## src/verilog/dmaev_pkg.sv

```systemverilog
// Package for the DMA channel event control block
`default_nettype none
package dmaev_pkg;

  // Register byte offsets
  localparam logic [3:0] ECON_OFFS     = 4'h0;
  localparam logic [3:0] STATUS_OFFS   = 4'h4;
  localparam logic [3:0] IRQ_STAT_OFFS = 4'h8;
  localparam logic [3:0] IRQ_MASK_OFFS = 4'hC;
  localparam int         ADDR_W        = 4;

  // Event control field positions
  localparam int AIRQ_HI   = 23;
  localparam int AIRQ_LO   = 16;
  localparam int SIRQ_HI   = 15;
  localparam int SIRQ_LO   = 8;
  localparam int FORCE_BIT = 7;
  localparam int ABORT_BIT = 6;
  localparam int PATTERN_ABORT_ENABLE_BIT = 5;
  localparam int START_IRQ_ENABLE_BIT = 4;
  localparam int ABORT_IRQ_ENABLE_BIT = 3;

  // Control register fields at reset
  localparam logic [7:0] SEL_RST = 8'hFF;

  // Status register: bit 0 channel enable, bit 1 abort flag
  localparam int ST_EN_BIT    = 0;
  localparam int ST_ABORT_BIT = 1;

  // Interrupt status bits: start, abort, pattern abort
  localparam int EV_START = 0;
  localparam int EV_ABORT = 1;
  localparam int EV_PAT   = 2;
  localparam int EV_W     = 3;

  // AXI4-Lite response codes
  localparam logic [1:0] RESP_OKAY   = 2'h0;
  localparam logic [1:0] RESP_SLVERR = 2'h2;

  // Event control settings
  typedef struct packed {
    logic [7:0] abort_irq_select;
    logic [7:0] start_irq_select;
    logic       pattern_abort_enable;
    logic       start_irq_enable;
    logic       abort_irq_enable;
  } dmaev_ctrl_s;

  // Strobes toward the channel transfer logic
  typedef struct packed {
    logic start;
    logic abort;
    logic clr_enable;
  } dmaev_cmd_s;

endpackage
`default_nettype wire

```

## src/verilog/dmaev_irq_match.sv

```systemverilog
// Interrupt request number matcher with registered hit outputs
`timescale 1ns/1ns
`default_nettype none

module dmaev_irq_match (
  input  wire logic       sys_clk_i,
  input  wire logic       arst_n_i,
  input  wire logic       irq_valid_i,
  input  wire logic [7:0] irq_num_i,
  input  wire logic [7:0] start_sel_i,
  input  wire logic [7:0] abort_sel_i,
  output logic            start_hit_o,
  output logic            abort_hit_o
);

  typedef struct packed {
    logic start_hit;
    logic abort_hit;
  } dmaev_match_state_s;

  dmaev_match_state_s st_r;
  dmaev_match_state_s st_nxt;

  // Compare the incoming number against both selectors
  always_comb begin
    st_nxt.start_hit = irq_valid_i && (irq_num_i == start_sel_i);
    st_nxt.abort_hit = irq_valid_i && (irq_num_i == abort_sel_i);
  end

  // One cycle pipeline keeps the compare off the control path
  always_ff @(posedge sys_clk_i or negedge arst_n_i) begin
    if (!arst_n_i) begin
      st_r <= '0;
    end else begin
      st_r <= st_nxt;
    end
  end

  assign start_hit_o = st_r.start_hit;
  assign abort_hit_o = st_r.abort_hit;

endmodule

`default_nettype wire

```

## src/verilog/dmaev_top.sv

```systemverilog
// DMA channel event control with AXI4-Lite register access
// Function
// - Bits 23:16 select abort IRQ; match while enabled aborts and sets abort flag.
// - Bits 15:8 select the IRQ number that starts a transfer.
// - Writing one to bit 7 forces a transfer start; reads zero.
// - Writing one to bit 6 aborts the transfer; reads zero.
// - Bit 5 set: pattern match aborts and clears channel enable.
// - Bit 4 set: matching start IRQ starts a cell transfer; else ignored.
// - Bit 3 set: matching abort IRQ aborts transfer; else ignored.
// - Reset: selectors all ones, the five control bits zero.
// - Bits 31:24 and 2:0 read zero and ignore writes.
//
// Design decisions made here: register access over AXI4-Lite and the address map.
`timescale 1ns/1ns
`default_nettype none

module dmaev_top (
  input  wire logic                     sys_clk_i,
  input  wire logic                     arst_n_i,
  // AXI4-Lite slave
  input  wire logic [dmaev_pkg::ADDR_W-1:0] s_axi_awaddr,
  input  wire logic                     s_axi_awvalid,
  output logic                          s_axi_awready,
  input  wire logic [31:0]              s_axi_wdata,
  input  wire logic [3:0]               s_axi_wstrb,
  input  wire logic                     s_axi_wvalid,
  output logic                          s_axi_wready,
  output logic [1:0]                    s_axi_bresp,
  output logic                          s_axi_bvalid,
  input  wire logic                     s_axi_bready,
  input  wire logic [dmaev_pkg::ADDR_W-1:0] s_axi_araddr,
  input  wire logic                     s_axi_arvalid,
  output logic                          s_axi_arready,
  output logic [31:0]                   s_axi_rdata,
  output logic [1:0]                    s_axi_rresp,
  output logic                          s_axi_rvalid,
  input  wire logic                     s_axi_rready,
  // System interrupt request lines, same clock
  input  wire logic                     irq_valid_i,
  input  wire logic [7:0]               irq_num_i,
  // Channel transfer logic
  input  wire logic                     channel_enable_i,
  input  wire logic                     pattern_match_i,
  input  wire logic                     abort_flag_clr_i,
  output logic                          xfer_start_o,
  output logic                          xfer_abort_o,
  output logic                          channel_enable_clr_o,
  output logic                          channel_abort_flag_o,
  output logic                          irq_o
);
  import dmaev_pkg::*;

  typedef struct packed {
    dmaev_ctrl_s          ctrl;
    dmaev_cmd_s           cmd;
    logic                 abort_flag;
    logic [EV_W-1:0]      ev_stat;
    logic [EV_W-1:0]      ev_mask;
    logic                 irq;
    logic                 aw_got;
    logic [ADDR_W-1:0]    aw_addr;
    logic                 w_got;
    logic [31:0]          w_data;
    logic [3:0]           w_strb;
    logic                 bvalid;
    logic [1:0]           bresp;
    logic                 rvalid;
    logic [31:0]          rdata;
    logic [1:0]           rresp;
    logic                 awready;
    logic                 wready;
    logic                 arready;
  } dmaev_state_s;

  dmaev_state_s st_r;
  dmaev_state_s st_nxt;
  logic         start_hit;
  logic         abort_hit;

  // Byte-lane merge used by the event control register
  function automatic logic [31:0] merge(input logic [31:0] old_v, input logic [31:0] new_v,
                                        input logic [3:0] strb);
    logic [31:0] res;
    res = old_v;
    for (int b = 0; b < 4; b++) begin
      if (strb[b]) begin
        res[b*8 +: 8] = new_v[b*8 +: 8];
      end
    end
    return res;
  endfunction

  // Register image of the event control word
  function automatic logic [31:0] econ_word(input dmaev_ctrl_s c);
    logic [31:0] w;
    w = 32'h0000_0000;
    w[AIRQ_HI:AIRQ_LO] = c.abort_irq_select;
    w[SIRQ_HI:SIRQ_LO] = c.start_irq_select;
    w[PATTERN_ABORT_ENABLE_BIT]       = c.pattern_abort_enable;
    w[START_IRQ_ENABLE_BIT]      = c.start_irq_enable;
    w[ABORT_IRQ_ENABLE_BIT]      = c.abort_irq_enable;
    return w;                                            // force and abort read zero
  endfunction

  dmaev_irq_match u_match (
    .sys_clk_i   (sys_clk_i),
    .arst_n_i    (arst_n_i),
    .irq_valid_i (irq_valid_i),
    .irq_num_i   (irq_num_i),
    .start_sel_i (st_r.ctrl.start_irq_select),
    .abort_sel_i (st_r.ctrl.abort_irq_select),
    .start_hit_o (start_hit),
    .abort_hit_o (abort_hit)
  );

  // Next-state logic: bus slave, event control and interrupts
  always_comb begin
    logic        do_wr;
    logic        wr_force;
    logic        wr_abort;
    logic [31:0] wv;
    logic        irq_start;
    logic        irq_abort;
    logic        pat_abort;
    logic        any_abort;
    logic        any_start;
    logic [EV_W-1:0] ev_set;
    logic [EV_W-1:0] ev_clr;
    do_wr     = 1'b0;
    wr_force  = 1'b0;
    wr_abort  = 1'b0;
    wv        = 32'h0000_0000;
    ev_clr    = '0;
    irq_start = 1'b0;
    irq_abort = 1'b0;
    pat_abort = 1'b0;
    any_abort = 1'b0;
    any_start = 1'b0;
    ev_set    = '0;
    st_nxt    = st_r;

    // Accept address and data in either order
    if (s_axi_awvalid && !st_r.aw_got) begin
      st_nxt.aw_got  = 1'b1;
      st_nxt.aw_addr = s_axi_awaddr;
    end
    if (s_axi_wvalid && !st_r.w_got) begin
      st_nxt.w_got  = 1'b1;
      st_nxt.w_data = s_axi_wdata;
      st_nxt.w_strb = s_axi_wstrb;
    end

    // Commit the write once both halves are held and no response pends
    if (st_r.aw_got && st_r.w_got && !st_r.bvalid) begin
      do_wr          = 1'b1;
      st_nxt.aw_got  = 1'b0;
      st_nxt.w_got   = 1'b0;
      st_nxt.bvalid  = 1'b1;
      st_nxt.bresp   = RESP_OKAY;
      unique case (st_r.aw_addr)
        ECON_OFFS: begin
          wv = merge(econ_word(st_r.ctrl), st_r.w_data, st_r.w_strb);
          st_nxt.ctrl.abort_irq_select     = wv[AIRQ_HI:AIRQ_LO];
          st_nxt.ctrl.start_irq_select     = wv[SIRQ_HI:SIRQ_LO];
          st_nxt.ctrl.pattern_abort_enable = wv[PATTERN_ABORT_ENABLE_BIT];
          st_nxt.ctrl.start_irq_enable     = wv[START_IRQ_ENABLE_BIT];
          st_nxt.ctrl.abort_irq_enable     = wv[ABORT_IRQ_ENABLE_BIT];
          // Set-only strobes only act from a written byte 0
          wr_force = st_r.w_strb[0] && st_r.w_data[FORCE_BIT];
          wr_abort = st_r.w_strb[0] && st_r.w_data[ABORT_BIT];
        end
        STATUS_OFFS: begin
          st_nxt.bresp = RESP_OKAY;
        end
        IRQ_STAT_OFFS: begin
          if (st_r.w_strb[0]) begin
            ev_clr = st_r.w_data[EV_W-1:0];
          end
        end
        IRQ_MASK_OFFS: begin
          if (st_r.w_strb[0]) begin
            st_nxt.ev_mask = st_r.w_data[EV_W-1:0];
          end
        end
        default: begin
          st_nxt.bresp = RESP_SLVERR;
        end
      endcase
    end
    if (st_r.bvalid && s_axi_bready) begin
      st_nxt.bvalid = 1'b0;
    end

    // Reads answer one cycle after the address is taken
    if (s_axi_arvalid && !st_r.rvalid) begin
      st_nxt.rvalid = 1'b1;
      st_nxt.rresp  = RESP_OKAY;
      unique case (s_axi_araddr)
        ECON_OFFS:     st_nxt.rdata = econ_word(st_r.ctrl);
        STATUS_OFFS:   st_nxt.rdata = {30'h0, st_r.abort_flag, channel_enable_i};
        IRQ_STAT_OFFS: st_nxt.rdata = {29'h0, st_r.ev_stat};
        IRQ_MASK_OFFS: st_nxt.rdata = {29'h0, st_r.ev_mask};
        default: begin
          st_nxt.rdata = 32'h0000_0000;
          st_nxt.rresp = RESP_SLVERR;
        end
      endcase
    end else if (st_r.rvalid && s_axi_rready) begin
      st_nxt.rvalid = 1'b0;
    end

    // Trigger sources
    irq_start = start_hit && st_r.ctrl.start_irq_enable;
    irq_abort = abort_hit && st_r.ctrl.abort_irq_enable;
    pat_abort = pattern_match_i && st_r.ctrl.pattern_abort_enable;
    any_abort = irq_abort || wr_abort || pat_abort;
    // Abort wins over a start in the same cycle; disabled channel drops starts
    any_start = (irq_start || wr_force) && channel_enable_i && !any_abort;

    st_nxt.cmd.start      = any_start;
    st_nxt.cmd.abort      = any_abort;
    st_nxt.cmd.clr_enable = pat_abort;

    // Abort flag: set by the selected abort IRQ, set wins over clear
    if (irq_abort) begin
      st_nxt.abort_flag = 1'b1;
    end else if (abort_flag_clr_i) begin
      st_nxt.abort_flag = 1'b0;
    end

    // Sticky events, a set beats a write-one clear
    ev_set = '0;
    ev_set[EV_START] = any_start;
    ev_set[EV_ABORT] = any_abort;
    ev_set[EV_PAT]   = pat_abort;
    st_nxt.ev_stat = (st_r.ev_stat & ~ev_clr) | ev_set;
    st_nxt.irq     = |(st_nxt.ev_stat & st_nxt.ev_mask);

    // Ready flags registered so the bus pins come straight from flops
    st_nxt.awready = !st_nxt.aw_got;
    st_nxt.wready  = !st_nxt.w_got;
    st_nxt.arready = !st_nxt.rvalid;
  end

  // State register with reset values
  always_ff @(posedge sys_clk_i or negedge arst_n_i) begin
    if (!arst_n_i) begin
      st_r <= '0;
      st_r.ctrl.abort_irq_select <= SEL_RST;
      st_r.ctrl.start_irq_select <= SEL_RST;
      st_r.awready               <= 1'b1;
      st_r.wready                <= 1'b1;
      st_r.arready               <= 1'b1;
    end else begin
      st_r <= st_nxt;
    end
  end

  // Outputs straight from the state register
  assign s_axi_awready        = st_r.awready;
  assign s_axi_wready         = st_r.wready;
  assign s_axi_bvalid         = st_r.bvalid;
  assign s_axi_bresp          = st_r.bresp;
  assign s_axi_arready        = st_r.arready;
  assign s_axi_rvalid         = st_r.rvalid;
  assign s_axi_rdata          = st_r.rdata;
  assign s_axi_rresp          = st_r.rresp;
  assign xfer_start_o         = st_r.cmd.start;
  assign xfer_abort_o         = st_r.cmd.abort;
  assign channel_enable_clr_o = st_r.cmd.clr_enable;
  assign channel_abort_flag_o = st_r.abort_flag;
  assign irq_o                = st_r.irq;
endmodule

`default_nettype wire

```

## config.mk

```make
export PLATFORM = sky130hd
export DESIGN_NAME = dmaev_top
export DESIGN_NICKNAME = d
export VERILOG_FILES = /design/src/verilog/dmaev_pkg.sv /design/src/verilog/dmaev_irq_match.sv /design/src/verilog/dmaev_top.sv
export SDC_FILE = /design/constraint.sdc
export NUM_CORES = 1
export LEC_CHECK = 0
export BUFFER_PORTS_ARGS = -buffer_cell sky130_fd_sc_hd__clkbuf_2
export CORE_UTILIZATION = 45
export DETAILED_ROUTE_END_ITERATION = 8
export MAX_ROUTING_LAYER = met4
export PLACE_DENSITY_LB_ADDON = 0.25
export SKIP_LAST_GASP = 1
export SYNTH_ARGS = -nofsm -noshare
export SYNTH_HDL_FRONTEND = slang
export SYNTH_SLANG_ARGS = --single-unit
```

## constraint.sdc

```tcl
create_clock -name sys_clk_i -period 1.7 [get_ports sys_clk_i]
set_clock_uncertainty 0.2 [all_clocks]
set_input_delay 0.17 -clock sys_clk_i [delete_from_list [all_inputs] [get_ports sys_clk_i]]
set_output_delay 0.17 -clock sys_clk_i [all_outputs]
set_load 0.05 [all_outputs]
```

==> results of run 1 <==
[worst max path at each step]
stage	from	slack, ns	end
6_report	st_r[80]	-0.14	st_r[97]
4_1_cts	st_r[80]	-0.15	st_r[100]
5_1_grt	st_r[78]	-0.19	st_r[104]
2_1_floorplan	s_axi_rvalid	-0.26	s_axi_rdata[13]
3_5_place_dp	st_r[80]	-0.15	st_r[100]
3_3_place_gp	st_r[80]	-0.13	st_r[98]
[power breakdown]
| group | switching (W) | internal [W] | total, W |
|---|---|---|---|
| combinational | 0.00122 | 0.00127 | 0.00249 |
| sequential | 0.000596 | 0.00311 | 0.00371 |
| clock | 0.000716 | 0.000835 | 0.00155 |
| total | 0.00253 | 0.00521 | 0.00774 |
[through the flow]
stage	hold WS, ns	total power, W
6_report	0.04134	0.007744
5_1_grt	0.04794	0.008160
4_1_cts	0.001211	0.007749
3_5_place_dp	-0.1024	0.006091
3_3_place_gp	-0.1011	0.006001
2_1_floorplan	-0.3256	0.005369
[cell type report]
class	count	area share, %
Timing Repair Buffer	150	20.06
Inverter	14	0.9772
Multi-Input combinational cell	167	28.36
Tap cell	108	2.513
Sequential cell	94	44.23
Clock buffer	13	2.583
Clock inverter	3	1.280
[timing repair]
action / in CTS / in global routing
endpoints found under the setup margin: 22 / 34
hold buffers: 46 / 1
endpoints found under the hold margin: 121 / 1
gates resized for setup: 1 / 6
pin swaps: 1 / 0
[layout by cell type (no fill, tap or decap), types with 2 or more instances in the layout]
cell type and instances:
a22o_1 19, xnor2_1 6, dfrtp_1 73, dfstp_2 19
clkbuf_8 9, bufinv_16 2, buf_4 13, nand2_1 10
buf_12 4, a21oi_1 2, mux2_4 17, o21ai_1 2
nand2_8 2, conb_1 12, a22oi_1 3, a31oi_1 4
nor4_1 3, dfrtp_2 2, clkbuf_2 86, mux2_2 32
dlygate4sd3_1 47, clkbuf_1 4, xor2_1 10, o21ai_0 8
nor2_1 3, mux2i_2 2, o31ai_2 2, nor2b_1 3
inv_1 14, nand3_1 4
[per-layer routing]
layer | up-vias | track usage [%]
li1 | 1297 | -
met1 | 1299 | 25.08
met2 | 71 | 27.36
met3 | 15 | 2.766
met4 | 0 | 9.414
met5 | - | -
[worst max-delay path: cells and delay by family, from the launching register on]
kind          cells  cell delay (ns)
mux               1             0.31
simple gates      3             0.88
flops             1             0.38
[state kept, by name (all words and copies together) (netlist names)]
register / cells
s_axi_bresp: 1
s_axi_rdata: 22
channel_abort_flag_o: 1
s_axi_awready: 1
xfer_abort_o: 1
irq_o: 1
u_match.start_hit_o: 1
s_axi_wready: 1
st_r: 58
channel_enable_clr_o: 1
s_axi_rvalid: 1
s_axi_bvalid: 1
s_axi_arready: 1
xfer_start_o: 1
u_match.abort_hit_o: 1
s_axi_rresp: 1
[cells by family after synthesis]
group,after synthesis,synth area share [%]
mux,52,15.34
simple gates,43,7.550
flops,94,56.67
other cells,1,0.08944
compound gates,44,8.176
buf+inv,58,8.833
xor+xnor,16,3.342
==> metrics.txt, run 1 <==
Syn Inst Count=308; final hold viol count=0; crit path DAT=1.92 ns; Synth top area share=44.76%; Yosys warnings=0; CTS root buffer=clkbuf_8; RSZ-0062 raised after global routing=true; count of flip-flops with a built-in enable after synthesis=0; FF-to-FF End=st_r[97]; # rows=34; largest area contributor in the netlist=dfrtp_1; met1 wire length=3833 um; Max Cap Viol=0; filler cell count=725; GR Util All Layers=18.54%; status=complete, but fails checks; worst path required time=1.77 ns; Congestion Overflow GR=0; Highest Signal Layer=met4; area of the multi-input gates=1525 um^2; Avg WL per Cell=14.72 um; Area Growth Syn to Fin=28.26%; Worst Setup End Kind=register; Final TNS setup=-2.274 ns; placed instance area=4664 um^2; first-pass GRT wire length=13370 um; worst skew pair latency=0.35 ns; Peak VDD IR=854.0 uV; Synth top cells by count=dfrtp_1 (75), buf_4 (36), mux2_2 (32); Pleak=2.623 nW; utilization after layout=60.48%; Hold Crit Start=s_axi_arvalid; storage element area=2379 um^2; vias per inst=4.885; drt initial violations=88; Max Transition Viols Final=0; setup bufs post-CTS=0; DIE WIDTH=98.53 um; Worst R2R Start=st_r[80]; R2R Setup Slk=-0.14 ns; antenna diode instance count=0; ranking of synthesized cells by area=dfrtp_1 (45%), dfstp_2 (12%), mux2_2 (8.6%), buf_4 (6.4%), mux2_4 (5.7%); final worst setup slack=-0.1429 ns; slowest cell on the critical path=or4_4; CTS Sinks=94; Hold Crit Depth=4; core footprint=8891 um^2; Hold Path End=s_axi_rdata[0]; met3 wire len=264 um; Seq/Total Area, Yosys=56.67%; pwr dens=1440 nW/um^2; vias=2682; post-layout min period=1.843 ns; Hold Crit Class=in2reg; final std cells w/o fill=549; fmax=0.5426 GHz; DP Cell Count=486; Synth async-reset ratio=100.0%; hpwl dp=6005 um; clk slew on worst S/H paths=0.09 ns; Crit Path Class=reg2reg; pre-CTS setup slack=-0.1452 ns; die height=98.53 um; final count of negative-setup-slack endpoints=20; DRC viols=9; H-tree Lvls=3; syn_area_per_cell=13.61 um^2; GP Congestion=0.8608; worst-path cell chain=or4_4, nor2_8, nand2_8, mux2_4; Post-synth top flop=dfrtp_1; cts bufs inserted=9; fin crit share=108.4%; Nets=499; violated checks=design-rule violations, negative setup slack; die area=9707 um^2; Post-Route WL=8082 um; Startpoint Class=register; top-count cell post-synth=dfrtp_1; initial core utilization=47.16%; drt first pass iters=9; CTS tree=built; initial antenna violation count=0; Met2 Wirelength=3781 um; crit-path max FO=8; R2R cell count=4; Yosys cell types=46; I/O Pins=109; cell area after layout=5378 um^2; antenna viol nets, final=0; Seq cells post-synth=94; max incr delay on CP=0.59 ns; IO buf count=87; number of global-route vias before repair=2721; largest net degree at the start of global routing=38; Longest Clk Path Bufs=2; Netlist Area Pre-Place=4193 um^2; share of layout cells above drive strength 1=46.26%
Power figures use the tool's default switching activity.
==> run 2, diff against run 1 <==
Settings changed: CORE_UTILIZATION 45 to 40.
Clock period 1.7 ns to 2.3 ns, I/O delays scaled along.
==> run 2 against run 1 <==
Against the previous run: critical endpoint is now irq_o; critical path type unchanged; die area is 12% higher; final cell count is 2.4% higher; utilization is 9.7 points lower; the flow now finishes without violations.
==> metrics.txt, run 2 (synthesized netlist as in run 1, its figures left out) <==
final count of negative-setup-slack endpoints=0 (-100%); antenna viol nets, final=0 (unchanged); Avg WL per Cell=14.56 um (-1.1%); met3 usage=2.632% (-0.13 points); Final TNS setup=0 ns (+2.274 ns); DIE WIDTH=104.4 um (+5.9%); Post-Route WL=8180 um (+1.2%); # rows=37 (+8.8%); Max Transition Viols Final=0 (unchanged); die height=104.4 um (+5.9%); R2R cell count=4 (unchanged); Crit Path Class=reg2reg; commonest non-fill, non-tap cell in the layout=clkbuf_2; vias=2641 (-1.5%); Startpoint Class=register; DRC viols=0 (-9); met1 Track Usage GR=24.05% (-1.0 points); Worst R2R Start=st_r[79]; status=finished, final reports clean; max reg flops=58 (unchanged); Area Growth Syn to Fin=23.87%; Worst Setup End Kind=register; largest net degree at the start of global routing=40 (+5.3%); filler cell count=916 (+26%); CTS resizes=0 (-1); crit-path max FO=6 (-2); fin crit share=84.64% (-24 points); die area=10900 um^2 (+12%); H-tree Lvls=3 (unchanged); worst skew pair latency=0.35 ns (about the same); drt first pass iters=4 (-5); CTS Sinks=94 (unchanged); Top reg by flops=st_r; FF-to-FF End=irq_o; first-pass GRT wire length=13610 um (+1.8%); cts bufs inserted=9 (unchanged); Nets=484 (-3.0%); initial antenna violation count=0 (unchanged); clk slew on worst S/H paths=0.09 ns (about the same); Hold Crit Depth=4 (unchanged); final hold viol count=0 (unchanged); storage element area=2376 um^2 (-0.11%); initial core utilization=40.98% (-6.2 points); vias per inst=4.699 (-3.8%); R2R Setup Slk=0.35 ns (+0.50 ns); worst path required time=2.37 ns (+0.60 ns); antenna diode instance count=0 (unchanged); Hold Crit Class=in2reg; CTS tree=built; Max Cap Viol=0 (unchanged); setup bufs post-CTS=0 (unchanged); utilization after layout=50.76% (-9.7 points); core footprint=10230 um^2 (+15%); Congestion Overflow GR=0 (unchanged); IO buf count=87 (unchanged); GR Util All Layers=16.74% (-1.8 points); post-layout min period=1.947 ns (+0.1038 ns); CTS root buffer=clkbuf_8; GP Congestion=0.8512 (-1.1%); Rel. slew slack=66.66%; Pleak=2.529 nW (-3.6%); crit path DAT=2.02 ns (+0.10 ns); fmax=0.5137 GHz (-5.3%); area of the multi-input gates=1490 um^2 (-2.3%); Peak VDD IR=679.9 uV (-20%); Hold Crit Start=irq_num_i[0]; I/O Pins=109 (unchanged); drt initial violations=80 (-9.1%); met2 Track Usage GR=23.32% (-4.0 points); gr busiest metal=met1; Hold Path End=u_match.abort_hit_o; hpwl dp=5815 um (-3.2%); Longest Clk Path Bufs=2 (unchanged); pwr dens=1036 nW/um^2 (-28%); most frequent cells in the layout=clkbuf_2 (86), dfrtp_1 (75), dlygate4sd3_1 (43); RSZ-0062 raised after global routing=false; hold buffer count at CTS=43 (-6.5%); Slew @ Worst Pin=0.4955 ns; number of global-route vias before repair=2589 (-4.9%); share of layout cells above drive strength 1=44.13% (-2.1 points)
run 2: cell types whose count changed in the layout (fill, tap and decap cells not counted), moves of 3 or more:
| cell | change |
|---|---|
| clkinvlp_4 | +3 |
| dlygate4sd3_1 | -4 |
| buf_4 | -8 |
| buf_12 | -3 |
| clkbuf_1 | -3 |
run 2: worst max-delay path by stage:
| stage | from | end |
|---|---|---|
| 2_1_floorplan | s_axi_rvalid | s_axi_rdata[13] |
| 3_3_place_gp | st_r[79] | irq_o |
| 3_5_place_dp | st_r[79] | irq_o |
| 4_1_cts | st_r[79] | irq_o |
| 5_1_grt | st_r[79] | irq_o |
| 6_report | st_r[79] | irq_o |
run 2: stage by stage:
stage | instance area (um^2) | power [W] | hold WS, ns | setup WS, ns | std cells
floorplan | 4234 | 0.003963 | -0.2656 | 0.2331 | 319
global placement | 4577 | 0.004295 | 0.03015 | 0.3759 | 503
detailed placement | 4577 | 0.004357 | 0.03622 | 0.3649 | 503
CTS | 5194 | 0.005444 | 0.0005190 | 0.3484 | 562
global route | 5194 | 0.005713 | 0.01228 | 0.2244 | 562
finish | 5194 | 0.005383 | 0.01967 | 0.3533 | 562
run 2: cell type report:
class / instances / area share [%]
multi-input cells: 167 / 28.69
repair buffers: 135 / 17.68
inverters: 14 / 1.012
clock inverters: 4 / 0.6023
clock buffers: 12 / 2.987
flip-flops and latches: 94 / 45.75
well taps: 136 / 3.276
run 2: where the power goes:
part | switching [W] | total (W) | internal (W) | leakage (nW)
sequential | 0.000457 | 0.00275 | 0.00230 | 1.14
combinational | 0.000821 | 0.00162 | 0.000795 | 1.30
clock | 0.000558 | 0.00101 | 0.000455 | 0.0848
run 2: critical path: stages (launching register included):
cell      delay, ns
dfrtp_1        0.44
or4_4          0.61
o31ai_2        0.26
a31oi_1        0.16
o221ai_2       0.20
run 2: routing by layer:
layer | wire length (um) | part of all wire (%)
met4 | 164 | 2.0
met3 | 276 | 3.4
met1 | 4113 | 50
met2 | 3626 | 44
met5 | 0 | 0
